[src/design/dma_ring_pkg.sv]
package dma_ring_pkg;
  // register byte offsets, one word each
  localparam logic [7:0] OFS_SRC = 8'h00;
  localparam logic [7:0] OFS_DST = 8'h04;
  localparam logic [7:0] OFS_OFFSET = 8'h08;
  localparam logic [7:0] OFS_COUNT = 8'h0c;
  localparam logic [7:0] OFS_BSIZE = 8'h10;
  localparam logic [7:0] OFS_MODE = 8'h14;
  localparam logic [7:0] OFS_ADDRCTL = 8'h18;
  localparam logic [7:0] OFS_RSTART = 8'h1c;
  localparam logic [7:0] OFS_RSIZE = 8'h20;
  localparam logic [7:0] OFS_STATUS = 8'h24;
  localparam logic [7:0] OFS_MASK = 8'h28;
  // channel_mode_control fields
  localparam int MODE_EN = 0;
  localparam int MODE_XFER = 1;
  localparam int MODE_SIZE = 3;
  localparam int MODE_ESTOP = 5;
  // channel_address_control fields
  localparam int ACTL_SRC = 0;
  localparam int ACTL_DST = 2;
  localparam int ACTL_RING = 4;
  // status and mask bits
  localparam int IRQ_TRANSFER_END_IRQ = 0;
  localparam int IRQ_REPEAT_AREA_END_IRQ = 1;
  // reset values
  localparam logic [31:0] RST_WORD = 32'h00000000;
  localparam logic [1:0] RST_IRQ = 2'h0;
  // transfer modes
  typedef enum logic [1:0] {
    XF_NORMAL = 2'h0,
    XF_REPEAT = 2'h1,
    XF_BLOCK = 2'h2
  } xfer_e;
  // access units
  typedef enum logic [1:0] {
    SZ_BYTE = 2'h0,
    SZ_WORD = 2'h1,
    SZ_LONG = 2'h2
  } size_e;
  // address update modes
  typedef enum logic [1:0] {
    AM_FIXED = 2'h0,
    AM_INC = 2'h1,
    AM_DEC = 2'h2,
    AM_OFFSET = 2'h3
  } addr_mode_e;
  // channel sequencer states
  typedef enum logic [2:0] {
    S_IDLE = 3'b001,
    S_READ = 3'b010,
    S_WRITE = 3'b100
  } state_e;
endpackage : dma_ring_pkg

[src/design/dma_channel_ring_repeat.sv]
// Contract
// - source address steps after every transfer
// - destination address steps after every transfer
// - offset mode adds the offset register
// - count falls by access size each transfer
// - longword access subtracts four
// - block size ignored in normal mode
// - block mode moves one programmed block
// - ring end reloads start, block continues
// - short final block moves remaining bytes
// - transfer end raises end interrupt
// - repeat area end raises its interrupt
//
// Local design decisions: the Wishbone register port and the placing of the registers.
`timescale 1ns/10ps
`default_nettype none
module dma_channel_ring_repeat (
  // clock and reset
  input wire logic mclk,
  input wire logic resetn,
  // wishbone register slave
  input wire logic cyc_i,
  input wire logic stb_i,
  input wire logic we_i,
  input wire logic [7:0] adr_i,
  input wire logic [3:0] sel_i,
  input wire logic [31:0] dat_i,
  output logic [31:0] dat_o,
  output logic ack_o,
  // memory master
  output logic memReq,
  output logic memWe,
  output logic [31:0] memAddr,
  output logic [3:0] memSel,
  output logic [31:0] memWdata,
  input wire logic [31:0] memRdata,
  input wire logic memAck,
  // interrupt
  output logic irq
);
  import dma_ring_pkg::*;

  ////////////////////////////////////////////////////////////////
  // state
  typedef struct packed {
    state_e state;        // sequencer
    logic [31:0] src;     // source_address
    logic [31:0] dst;     // destination_address
    logic [31:0] ofs;     // address_offset
    logic [31:0] cnt;     // remaining_byte_count
    logic [31:0] bsz;     // block_repeat_size
    logic [31:0] rStart;  // ring start
    logic [31:0] rSize;   // ring size in bytes
    logic en;             // transfer enable
    xfer_e xfer;          // transfer mode
    size_e size;          // access unit
    logic eStop;          // suspend on repeat end
    addr_mode_e srcMode;  // source update
    addr_mode_e dstMode;  // destination update
    logic ringEn;         // extended repeat on source
    logic [1:0] sts;      // sticky events
    logic [1:0] msk;      // interrupt mask
    logic [31:0] blkLeft; // bytes left in block
    logic [31:0] data;    // held transfer word
    logic [31:0] mAddr;   // memory address
    logic [3:0] mSel;     // memory lanes
    logic ack;            // bus answer
    logic [31:0] rdat;    // bus read data
  } state_s;
  state_s st;
  state_s next_st;
  ////////////////////////////////////////////////////////////////
  // address and size helpers
  logic [31:0] unitBytes;  // bytes per access
  logic [31:0] srcStep;    // stepped source
  logic [31:0] dstStep;    // stepped destination
  logic [31:0] ringEnd;    // first address past ring
  logic ringHit;           // source reached ring end
  logic xferDone;          // write half acknowledged
  logic [31:0] cntLeft;    // count after this transfer
  logic [31:0] blkAfter;   // block bytes after this transfer
  logic busHit;            // new bus request
  logic [31:0] wmask;      // byte-lane write mask
  logic [1:0] evtSet;      // events raised this cycle
  // access unit in bytes
  always_comb begin
    unique case (st.size)
      SZ_BYTE: unitBytes = 32'h00000001;
      SZ_WORD: unitBytes = 32'h00000002;
      default: unitBytes = 32'h00000004;
    endcase
  end
  // lane select for an address at the current unit
  function automatic logic [3:0] laneSel(input size_e sz, input logic [1:0] a);
    unique case (sz)
      SZ_BYTE: laneSel = 4'h1 << a;
      SZ_WORD: laneSel = a[1] ? 4'hc : 4'h3;
      default: laneSel = 4'hf;
    endcase
  endfunction : laneSel
  dma_addr_step #(.AW(32)) uSrcStep (
    .addr(st.src),
    .mode(st.srcMode),
    .unitBytes(unitBytes),
    .offset(st.ofs),
    .nextAddr(srcStep)
  );
  dma_addr_step #(.AW(32)) uDstStep (
    .addr(st.dst),
    .mode(st.dstMode),
    .unitBytes(unitBytes),
    .offset(st.ofs),
    .nextAddr(dstStep)
  );
  assign ringEnd = st.rStart + st.rSize;
  assign ringHit = st.ringEn && (srcStep == ringEnd);
  assign xferDone = (st.state == S_WRITE) && memAck;
  assign cntLeft = st.cnt - unitBytes;
  assign blkAfter = st.blkLeft - unitBytes;
  assign busHit = cyc_i && stb_i && !st.ack;
  assign wmask = {{8{sel_i[3]}}, {8{sel_i[2]}}, {8{sel_i[1]}}, {8{sel_i[0]}}};
  ////////////////////////////////////////////////////////////////
  // next state
  always_comb begin
    next_st = st;
    next_st.ack = busHit;
    evtSet = RST_IRQ;  // no event yet
    // register reads, answered with ack
    if (busHit) begin
      unique case (adr_i)
        OFS_SRC: next_st.rdat = st.src;
        OFS_DST: next_st.rdat = st.dst;
        OFS_OFFSET: next_st.rdat = st.ofs;
        OFS_COUNT: next_st.rdat = st.cnt;
        OFS_BSIZE: next_st.rdat = st.bsz;
        OFS_MODE: next_st.rdat = {26'h0, st.eStop, st.size, st.xfer, st.en};
        OFS_ADDRCTL: next_st.rdat = {27'h0, st.ringEn, st.dstMode, st.srcMode};
        OFS_RSTART: next_st.rdat = st.rStart;
        OFS_RSIZE: next_st.rdat = st.rSize;
        OFS_STATUS: next_st.rdat = {30'h0, st.sts};
        OFS_MASK: next_st.rdat = {30'h0, st.msk};
        default: next_st.rdat = RST_WORD;
      endcase
    end
    // sequencer
    unique case (st.state)
      S_IDLE: begin
        if (st.en && st.cnt != RST_WORD) begin
          if (st.blkLeft == RST_WORD) begin
            if (st.xfer == XF_NORMAL || st.bsz == RST_WORD) begin
              next_st.blkLeft = st.cnt;
            end else if (st.cnt < st.bsz) begin
              next_st.blkLeft = st.cnt;
            end else begin
              next_st.blkLeft = st.bsz;
            end
          end
          next_st.mAddr = st.src;
          next_st.mSel = laneSel(st.size, st.src[1:0]);
          next_st.state = S_READ;
        end
      end
      S_READ: begin
        if (memAck) begin
          // align read lanes to the destination lanes
          next_st.data = (memRdata >> {st.src[1:0], 3'h0}) << {st.dst[1:0], 3'h0};
          next_st.mAddr = st.dst;
          next_st.mSel = laneSel(st.size, st.dst[1:0]);
          next_st.state = S_WRITE;
        end
      end
      S_WRITE: begin
        if (memAck) begin
          next_st.src = srcStep;
          next_st.dst = dstStep;
          next_st.cnt = cntLeft;
          next_st.blkLeft = blkAfter;
          next_st.state = S_READ;
          next_st.mAddr = srcStep;
          next_st.mSel = laneSel(st.size, srcStep[1:0]);
          if (ringHit) begin
            next_st.src = st.rStart;
            next_st.mAddr = st.rStart;
            next_st.mSel = laneSel(st.size, st.rStart[1:0]);
            evtSet[IRQ_REPEAT_AREA_END_IRQ] = 1'b1;
            if (st.eStop) begin
              next_st.en = 1'b0;
              next_st.state = S_IDLE;
            end
          end
          if (cntLeft == RST_WORD) begin
            evtSet[IRQ_TRANSFER_END_IRQ] = 1'b1;
            next_st.en = 1'b0;
            next_st.blkLeft = RST_WORD;
            next_st.state = S_IDLE;
          end else if (blkAfter == RST_WORD) begin
            // block boundary, next block from idle
            next_st.state = S_IDLE;
          end
        end
      end
    endcase
    // register writes, software wins over the sequencer except on status, where a new event wins
    if (busHit && we_i) begin
      unique case (adr_i)
        OFS_SRC: next_st.src = (st.src & ~wmask) | (dat_i & wmask);
        OFS_DST: next_st.dst = (st.dst & ~wmask) | (dat_i & wmask);
        OFS_OFFSET: next_st.ofs = (st.ofs & ~wmask) | (dat_i & wmask);
        OFS_COUNT: next_st.cnt = (st.cnt & ~wmask) | (dat_i & wmask);
        OFS_BSIZE: next_st.bsz = (st.bsz & ~wmask) | (dat_i & wmask);
        OFS_RSTART: next_st.rStart = (st.rStart & ~wmask) | (dat_i & wmask);
        OFS_RSIZE: next_st.rSize = (st.rSize & ~wmask) | (dat_i & wmask);
        OFS_MODE: begin
          if (sel_i[0]) begin
            next_st.en = dat_i[MODE_EN];
            next_st.xfer = xfer_e'(dat_i[MODE_XFER +: 2]);
            next_st.size = size_e'(dat_i[MODE_SIZE +: 2]);
            next_st.eStop = dat_i[MODE_ESTOP];
            // disabling drops the partly done block
            if (!dat_i[MODE_EN]) begin
              next_st.blkLeft = RST_WORD;
            end
          end
        end
        OFS_ADDRCTL: begin
          if (sel_i[0]) begin
            next_st.srcMode = addr_mode_e'(dat_i[ACTL_SRC +: 2]);
            next_st.dstMode = addr_mode_e'(dat_i[ACTL_DST +: 2]);
            next_st.ringEn = dat_i[ACTL_RING];
          end
        end
        OFS_STATUS: begin
          // write one to clear, a new event wins
          if (sel_i[0]) begin
            next_st.sts = st.sts & ~dat_i[1:0];
          end
        end
        OFS_MASK: begin
          if (sel_i[0]) begin
            next_st.msk = dat_i[1:0];
          end
        end
        default: begin
        end
      endcase
    end
    // an event in the same cycle as a clear keeps its bit
    next_st.sts = next_st.sts | evtSet;
  end

  ////////////////////////////////////////////////////////////////
  // state register
  always_ff @(posedge mclk or negedge resetn) begin
    if (!resetn) begin
      st <= '0;
      st.state <= S_IDLE;
      st.sts <= RST_IRQ;
      st.msk <= RST_IRQ;
    end else begin
      st <= next_st;
    end
  end

  ////////////////////////////////////////////////////////////////
  // outputs
  assign dat_o = st.rdat;
  assign ack_o = st.ack;
  assign memReq = (st.state != S_IDLE);
  assign memWe = (st.state == S_WRITE);
  assign memAddr = st.mAddr;
  assign memSel = st.mSel;
  assign memWdata = st.data;
  assign irq = |(st.sts & st.msk);

  ////////////////////////////////////////////////////////////////
  // assertions
  a_src_increment: assert property (@(posedge mclk) disable iff (!resetn)
    xferDone && !ringHit && st.srcMode == AM_INC && !(busHit && we_i)
    |=> st.src == $past(st.src) + $past(unitBytes))
    else $error("source address did not step by the unit");
  a_dst_increment: assert property (@(posedge mclk) disable iff (!resetn)
    xferDone && st.dstMode == AM_INC && !(busHit && we_i)
    |=> st.dst == $past(st.dst) + $past(unitBytes))
    else $error("destination address did not step by the unit");
  a_offset_add: assert property (@(posedge mclk) disable iff (!resetn)
    xferDone && !ringHit && st.srcMode == AM_OFFSET && !(busHit && we_i)
    |=> st.src == $past(st.src) + $past(st.ofs))
    else $error("offset was not added to the source");
  a_count_unit: assert property (@(posedge mclk) disable iff (!resetn)
    xferDone && !(busHit && we_i) |=> st.cnt == $past(st.cnt) - $past(unitBytes))
    else $error("count did not fall by the access size");
  a_count_long: assert property (@(posedge mclk) disable iff (!resetn)
    xferDone && st.size == SZ_LONG && !(busHit && we_i)
    |=> st.cnt == $past(st.cnt) - 32'h00000004)
    else $error("longword transfer did not subtract four");
  a_normal_block: assert property (@(posedge mclk) disable iff (!resetn)
    st.state == S_IDLE && st.en && st.cnt != RST_WORD && st.blkLeft == RST_WORD
    && st.xfer == XF_NORMAL && !(busHit && we_i)
    |=> st.state == S_READ && st.blkLeft == $past(st.cnt))
    else $error("normal mode used the block size");
  a_block_bound: assert property (@(posedge mclk) disable iff (!resetn)
    st.state == S_READ |-> st.blkLeft <= st.cnt && st.blkLeft != RST_WORD)
    else $error("block length exceeds remaining count");
  a_short_block: assert property (@(posedge mclk) disable iff (!resetn)
    st.state == S_IDLE && st.en && st.blkLeft == RST_WORD && st.xfer == XF_BLOCK
    && st.cnt != RST_WORD && st.cnt < st.bsz && !(busHit && we_i)
    |=> st.blkLeft == $past(st.cnt))
    else $error("final short block not sized to the remainder");
  a_ring_reload: assert property (@(posedge mclk) disable iff (!resetn)
    xferDone && ringHit && !st.eStop && cntLeft != RST_WORD && blkAfter != RST_WORD
    && !(busHit && we_i)
    |=> st.src == $past(st.rStart) && st.state == S_READ && memAddr == st.src)
    else $error("ring end did not reload and continue");
  a_transfer_end_irq_event: assert property (@(posedge mclk) disable iff (!resetn)
    xferDone && cntLeft == RST_WORD && !(busHit && we_i)
    |=> st.sts[IRQ_TRANSFER_END_IRQ] && !st.en && st.state == S_IDLE)
    else $error("transfer end not flagged");
  a_repeat_area_end_irq_event: assert property (@(posedge mclk) disable iff (!resetn)
    xferDone && ringHit |=> st.sts[IRQ_REPEAT_AREA_END_IRQ])
    else $error("repeat area end not flagged");
  a_suspend_hold: assert property (@(posedge mclk) disable iff (!resetn)
    xferDone && ringHit && st.eStop && !(busHit && we_i)
    |=> (st.state == S_IDLE && !memReq) ##1 (st.state == S_IDLE || st.en))
    else $error("channel did not suspend at repeat end");
endmodule : dma_channel_ring_repeat
`default_nettype wire

[src/design/dma_addr_step.sv]
`timescale 1ns/10ps
`default_nettype none
// next address of one side after a single data transfer
module dma_addr_step #(
  parameter int AW = 32
) (
  // current address and how it moves
  input wire logic [AW-1:0] addr,
  input wire dma_ring_pkg::addr_mode_e mode,
  input wire logic [AW-1:0] unitBytes,
  input wire logic [AW-1:0] offset,
  // stepped address
  output logic [AW-1:0] nextAddr
);
  import dma_ring_pkg::*;

  // one adder per moving mode, a pass-through for fixed, chosen by the mode field
  always_comb begin
    unique case (mode)
      AM_FIXED: nextAddr = addr;
      AM_INC: nextAddr = addr + unitBytes;
      AM_DEC: nextAddr = addr - unitBytes;
      AM_OFFSET: nextAddr = addr + offset;
    endcase
  end
endmodule : dma_addr_step
`default_nettype wire

[config.mk]
export PLATFORM = sky130hd
export DESIGN_NAME = dma_channel_ring_repeat
export DESIGN_NICKNAME = d
export VERILOG_FILES = /design/src/design/dma_ring_pkg.sv /design/src/design/dma_channel_ring_repeat.sv /design/src/design/dma_addr_step.sv
export SDC_FILE = /design/constraint.sdc
export NUM_CORES = 1
export LEC_CHECK = 0
export ABC_AREA = 0
export BUFFER_PORTS_ARGS = -buffer_cell sky130_fd_sc_hd__buf_4
export CAP_MARGIN = 20
export CORE_MARGIN = 1
export CORE_UTILIZATION = 56
export DETAILED_ROUTE_END_ITERATION = 6
export GPL_TIMING_DRIVEN = 0
export PLACE_DENSITY_LB_ADDON = 0.12
export SYNTH_ARGS = -nofsm -noshare
export SYNTH_HDL_FRONTEND = slang
export SYNTH_SLANG_ARGS = --single-unit
[constraint.sdc]
create_clock -name mclk -period 4.8 [get_ports mclk]
set_input_delay 0.72 -clock mclk [delete_from_list [all_inputs] [get_ports mclk]]
set_output_delay 0.72 -clock mclk [all_outputs]
set_load 0.01 [all_outputs]
After elaboration in Yosys (flattened, before gate mapping)
Cells that the tools add are included.
W data, S select, Z words.

storage, ports and cells
  output and inout bits = 104
  bits in registers = 375
  input port bits = 82

cells by class
  reduce and logical (&&, ||, !) cells = 27
  muxes and demuxes = 63
  magnitude comparators = 1
  add/sub/neg operators = 9
  bitwise gates (word level) = 20
  equal/unequal tests = 25
  shifts and indexed selects = 6

operators with widths
  cell                  count
  $mux W32              18
  $pmux W32 S11         1
  $mux W271             1
  $and A32 B32 Y32      8
  $pmux W32 S4          2
  $or A32 B32 Y32       7
  $mux W36              4
  $logic_not A32 Y1     4
  $pmux W36 S3          1
  $add A32 B32 Y32      3
  $mux W67              1
  $add A32 B3 Y32       2
  $mux W64              1
  $pmux W32 S2          1
  $sub A32 B3 Y32       2
  $sub A32 B32 Y32      2
  $mux W34              1
  $eq A32 B32 Y1        1
  $eq A8 B5 Y1 const B  4
  $lt A32 B32 Y1        1
  $not A32 Y32          1
  $pmux W4 S2           4
  $reduce_bool A32 Y1   1
  $shl A32 B5 Y32       1
  other kinds (32)      79

Logic depth before layout (Yosys ltp)
  word-level depth = 14
  gate-level depth with buffers = 20

Hierarchy
From an unflattened synthesis, not the netlist that was laid out.

second synthesis, totals
  cell total of the unflattened synthesis = 3636
  area, all modules = 30882.1 µm²

modules (own cells, without submodules)
  module                   times used  cells an instance  area each (µm²)  sequential area each (µm²)
  dma_channel_ring_repeat  1           2586               24145.7          9385.3
  dma_addr_step            2           525                3368.2           0.0

Least setup slack after synthesis
No wires, ideal clock.

  path type = reg2reg
  start point = register st[140] (netlist bit)
  end point = register st (netlist bit memSel[2])
  data required time = 4674 ps
  path buffers = 2
  cell stages (with the launch flop) = 21
  slack = 101 ps
  arrival = 4573 ps
  setup time = 126 ps
  cell sequence = dfrtp_1 -> clkbuf_1 -> nand2_1 -> mux2_2 -> ha_1 -> fa_1 -> a21o_1 -> a22oi_1 -> a221oi_2 -> o211ai_2 -> nand3_1 -> a31oi_1 -> xor3_1 -> a311oi_1 -> nand4_1 -> nor4_1 -> nand4_1 -> buf_2 -> a21o_1 -> a311oi_1 -> nor2_1

between the ends
  cells in the longest elaborated chain, start to end = 7

RTL lines
  item                                                RTL line                                                       RTL
  start, declared                                     dma_channel_ring_repeat.sv:70                                  state_s st;
  start signal, assigned                              dma_channel_ring_repeat.sv:260                                 st <= next_st;
  $eq A2 B2 Y1 (tied with other cells)                dma_addr_step.sv:19                                            unique case (mode)
  $pmux W32 S4 (*)                                    dma_addr_step.sv:19
  $eq A32 B32 Y1 (tied with other cells)              dma_channel_ring_repeat.sv:116                                 assign ringHit = st.ringEn && (srcStep == ringEnd);
  $logic_and A1 B1 Y1 or $pmux W4 S2 (tied branches)  dma_channel_ring_repeat.sv:116, dma_channel_ring_repeat.sv:95
  $mux W36 (*)                                        dma_channel_ring_repeat.sv:181                                 if (ringHit) begin
  $mux W36 (*)                                        dma_channel_ring_repeat.sv:173                                 if (memAck) begin
  $pmux W36 S3 (*)                                    dma_channel_ring_repeat.sv:146                                 unique case (st.state)

Every way passes the cells marked *; elsewhere a longest branch is shown, timed or not. The select of a mux whose other input is x is not followed.
A chain may end at the register's enable or synchronous reset.

Worst setup path after layout
  start point = register st[140] (netlist bit)
  end point = register st (netlist bit memAddr[25])

between the ends
  cells in the longest elaborated chain, start to end = 7

RTL lines
  item                                  RTL line
  $eq A2 B2 Y1 (tied with other cells)  dma_addr_step.sv:19
  $pmux W32 S4 (*)                      dma_addr_step.sv:19
  $eq A32 B32 Y1                        dma_channel_ring_repeat.sv:116
  $logic_and A1 B1 Y1                   dma_channel_ring_repeat.sv:116
  $mux W36 (*)                          dma_channel_ring_repeat.sv:181
  $mux W36 (*)                          dma_channel_ring_repeat.sv:173
  $pmux W36 S3 (*)                      dma_channel_ring_repeat.sv:146

Marks and branches as above.

==> results.md <==
- Status: complete, but fails checks
- Synth Instances: 3091
- LEAKAGE: 14.6 nW
- Setup violators final: 74
- Commonest non-fill, non-tap cells in the layout: dfrtp_1, buf_4, nand2_1, nor2_1, a21oi_1
- Worst slew margin: 0.149
- Share of layout cells above drive strength 1: 0.236
- Buf+Inv Stages, Crit Path: 6
- DRC violations left: 50
- Crit-path max FO: 8
- H-tree Lvls: 2
- RePlAce Congestion: around 1.1
- Die Wd: about 220 µm
- Largest net degree at the start of global routing: 121
- Clk sinks: 375
- VDD IR max: 356 µV
- Overflow left after global routing: 0
- Routed wire per std cell: 30.4 µm
- Unique masters post-synth: between 80 and 90
- CP Cell Sequence: clkbuf_16 -> nand2_4 -> mux2_4 -> ha_4 -> fa_2 -> a21o_1 -> a22oi_2 -> a221oi_4 -> buf_4 -> o21ai_4 -> buf_4 -> a211oi_1 -> or3_1 -> a31oi_4 -> xnor2_1 -> nand2_1 -> nor4_2 -> nand4_1 -> buf_8 -> buf_6 -> clkbuf_16 -> o21ai_4 -> o221ai_1
- First-pass GRT wire length: 177 mm
- IO Count: approximately 190
- Core area: around 48000 µm²
- RSZ-0062 raised after global routing: true
- Req. time, crit path: about 5.2 ns
- Vias per cell: 7.22
- Dpl hpwl: around 90 mm
- DR iter-0 viols: 4721
- Util after Layout: 0.687
- Fin Setup TNS: -24.69 ns
- Power Dens Cells: around 450 nW/µm²
- Nets: 3584
- Initial antenna violation count: 2
- Placed Area: 29500 µm²
- Setup ws final: -0.447 ns
- Post-synth top area share: 0.344
- Die Area: 49500 µm²
- Std-Cell Rows: 80
- Slew @ Worst Pin: between 1 and 1.5 ns
- Synth top area cells: dfrtp_1, mux2_2, ha_1
- Crit-path max cell delay: 0.45 ns
- Multi-input gate area: 17200 µm²
- Sequential cell area: 9390 µm²
- Final hold vios: 0
- Crit Path Class: flop to flop
- Commonest non-fill, non-tap cell in the layout: dfrtp_1
- Cell taking the most area after synthesis: dfrtp_1
- CP delay by family, top: compound AO/OA/AOI/OAI gates
- Hold Crit Class: input port to async pin
- Later-pin clock latency in the skew report: 0.61 ns
- Fmax: 191 MHz
- Post-Syn Nets: ~3300
- Violated checks: design-rule violations, negative setup slack
- Initial Utilization: 0.569
- Most used DFF post-synth: dfrtp_1
- Post-synth EDFFs: 0
- CTS max path bufs: 3
- CTS tree: yes
- Vias post-DR: 29000
- Type of origin of the critical path: flop
- Root Driver: clkbuf_16
- Ys Warns: 0
- Ys async rst share: 1.00
- Min Clock Period, post-route: 5.25 ns
- Crit path capture type: flop
- Post-synthesis sequential area ratio: 0.345
- Max Cap Violations: 0
- Post-route ant nets: 0
- Final Max Tran Viols: 0
- Crit-path slowest cell: dfrtp_2
- Die height: 223 µm
- CP Data Arrival Time: between 5 and 6 ns
- Routed wire length: 122 mm
- Period utilisation layout: 1.09
- Avg Cell Area, Syn: 8.81 µm²
- Design area: around 33000 µm²
- Worst-path clk slew: about 0.06 ns
- Gr usage total: 0.482
- Number of port buffers: 180
- Num CTS Buffers: 44
- DRT Pass-1 Iters: 7
- # fillers: 3807
- Vias in the first global route: around 28000
- FF+latch count, synth: 375
- Setup Skew: about 0.022 ns
- Syn Std Cell Area: approximately 27000 µm²
- Area grow syn2layout: 20.7%
## worst register-to-register path: stages (launching register included)
cell and delay, ns:
dfrtp_2 0.45, clkbuf_16 0.21, nand2_4 0.08, mux2_4 0.31, ha_4 0.18, fa_2 0.37, a21o_1 0.26, a22oi_2 0.29
a221oi_4 0.10, buf_4 0.21, o21ai_4 0.21, buf_4 0.14, a211oi_1 0.07, or3_1 0.38, a31oi_4 0.23, xnor2_1 0.16
nand2_1 0.09, nor4_2 0.28, nand4_1 0.16, buf_8 0.19, buf_6 0.14, clkbuf_16 0.21, o21ai_4 0.21, o221ai_1 0.15
## metrics by stage
step	std cells	power [W]	hold WS [ns]	setup slack [ns]
detailed placement	3891	0.0101	0.471	-2.36
global route	4016	0.0152	0.176	-0.472
CTS	4001	0.0142	0.145	-0.236
floorplan	3091	0.00786	0.424	0.101
global placement	3886	0.00992	0.466	-2.29
finish	4018	0.0148	0.129	-0.447
## logic make-up (layout without fill, tap and decap cells)
logic type / after synthesis / after routing / share of synthesized area
xor+xnor: 123 / 123 / 0.0406
simple gates: 820 / 820 / 0.139
buf+inv: 387 / 696 / 0.0677
compound gates: 1032 / 1032 / 0.257
flops: 375 / 375 / 0.345
mux: 219 / 219 / 0.0880
fa+ha+maj: 135 / 135 / 0.0634
other cells: 0 / 3 / 0
## per-layer routing
metal  GRT usage  routed length (µm)
met3       0.155               17000
met5           0                 162
met1       0.588               42900
met2       0.707               51400
met4       0.370               10500
## worst paths after layout
check / startpoint / end / slack, ns / cells past startpoint
hold reg to reg: memWdata[7]$_DFFE_PN0P_ / memWdata[7]$_DFFE_PN0P_ / 0.48 / 2
min in group mclk: dat_i[31] / flop / 0.43 / 2
hold / removal: resetn / st[130]$_DFF_PN0_ / 0.13 / 1
setup reg to reg: st[140]$_DFFE_PN0P_ / memAddr[25]$_DFFE_PN0P_ / -0.45 / 23
setup / recovery: st[140]$_DFFE_PN0P_ / memAddr[25]$_DFFE_PN0P_ / -0.45 / 23
max in group asynchronous: resetn / async pin / 3.61 / 2
## synthesized netlist by cell type, drive strengths merged (55+ instances only)
cell,instances
a22oi,79
dfrtp,374
xnor2,81
ha,130
nand2,285
a21boi,57
a21o,64
o22ai,55
mux2,162
clkbuf,157
mux2i,57
nor2,237
o21ai,191
a21oi,217
inv,109
buf,121
## timing repair
action,in CTS,in global routing
setup buffers,35,14
cloned,4,0
pin swaps,50,42
hold endpoints to repair,0,0
gates resized for setup,258,72
setup endpoints to repair,112,94
hold buffers,0,0
## power breakdown
part | internal [W] | total [W] | leakage, nW | switching [W]
Combinational | 0.00267 | 0.00664 | 9.00 | 0.00397
Clock | 0.00210 | 0.00360 | 0.731 | 0.00150
Sequential | 0.00369 | 0.00453 | 4.87 | 0.000840
Total | 0.00846 | 0.0148 | 14.6 | 0.00631
## area by class of cell
cell class              count  share of cell area
repair buffers            239              0.0610
diodes                      3            0.000228
multi-input cells        2329               0.524
flip-flops and latches    375               0.286
clock inverters            18             0.00704
inverters                 109              0.0125
plain buffers             269              0.0478
clock buffers              61              0.0382
well taps                 615              0.0234
Note: power is estimated with default switching activity, not from simulation.
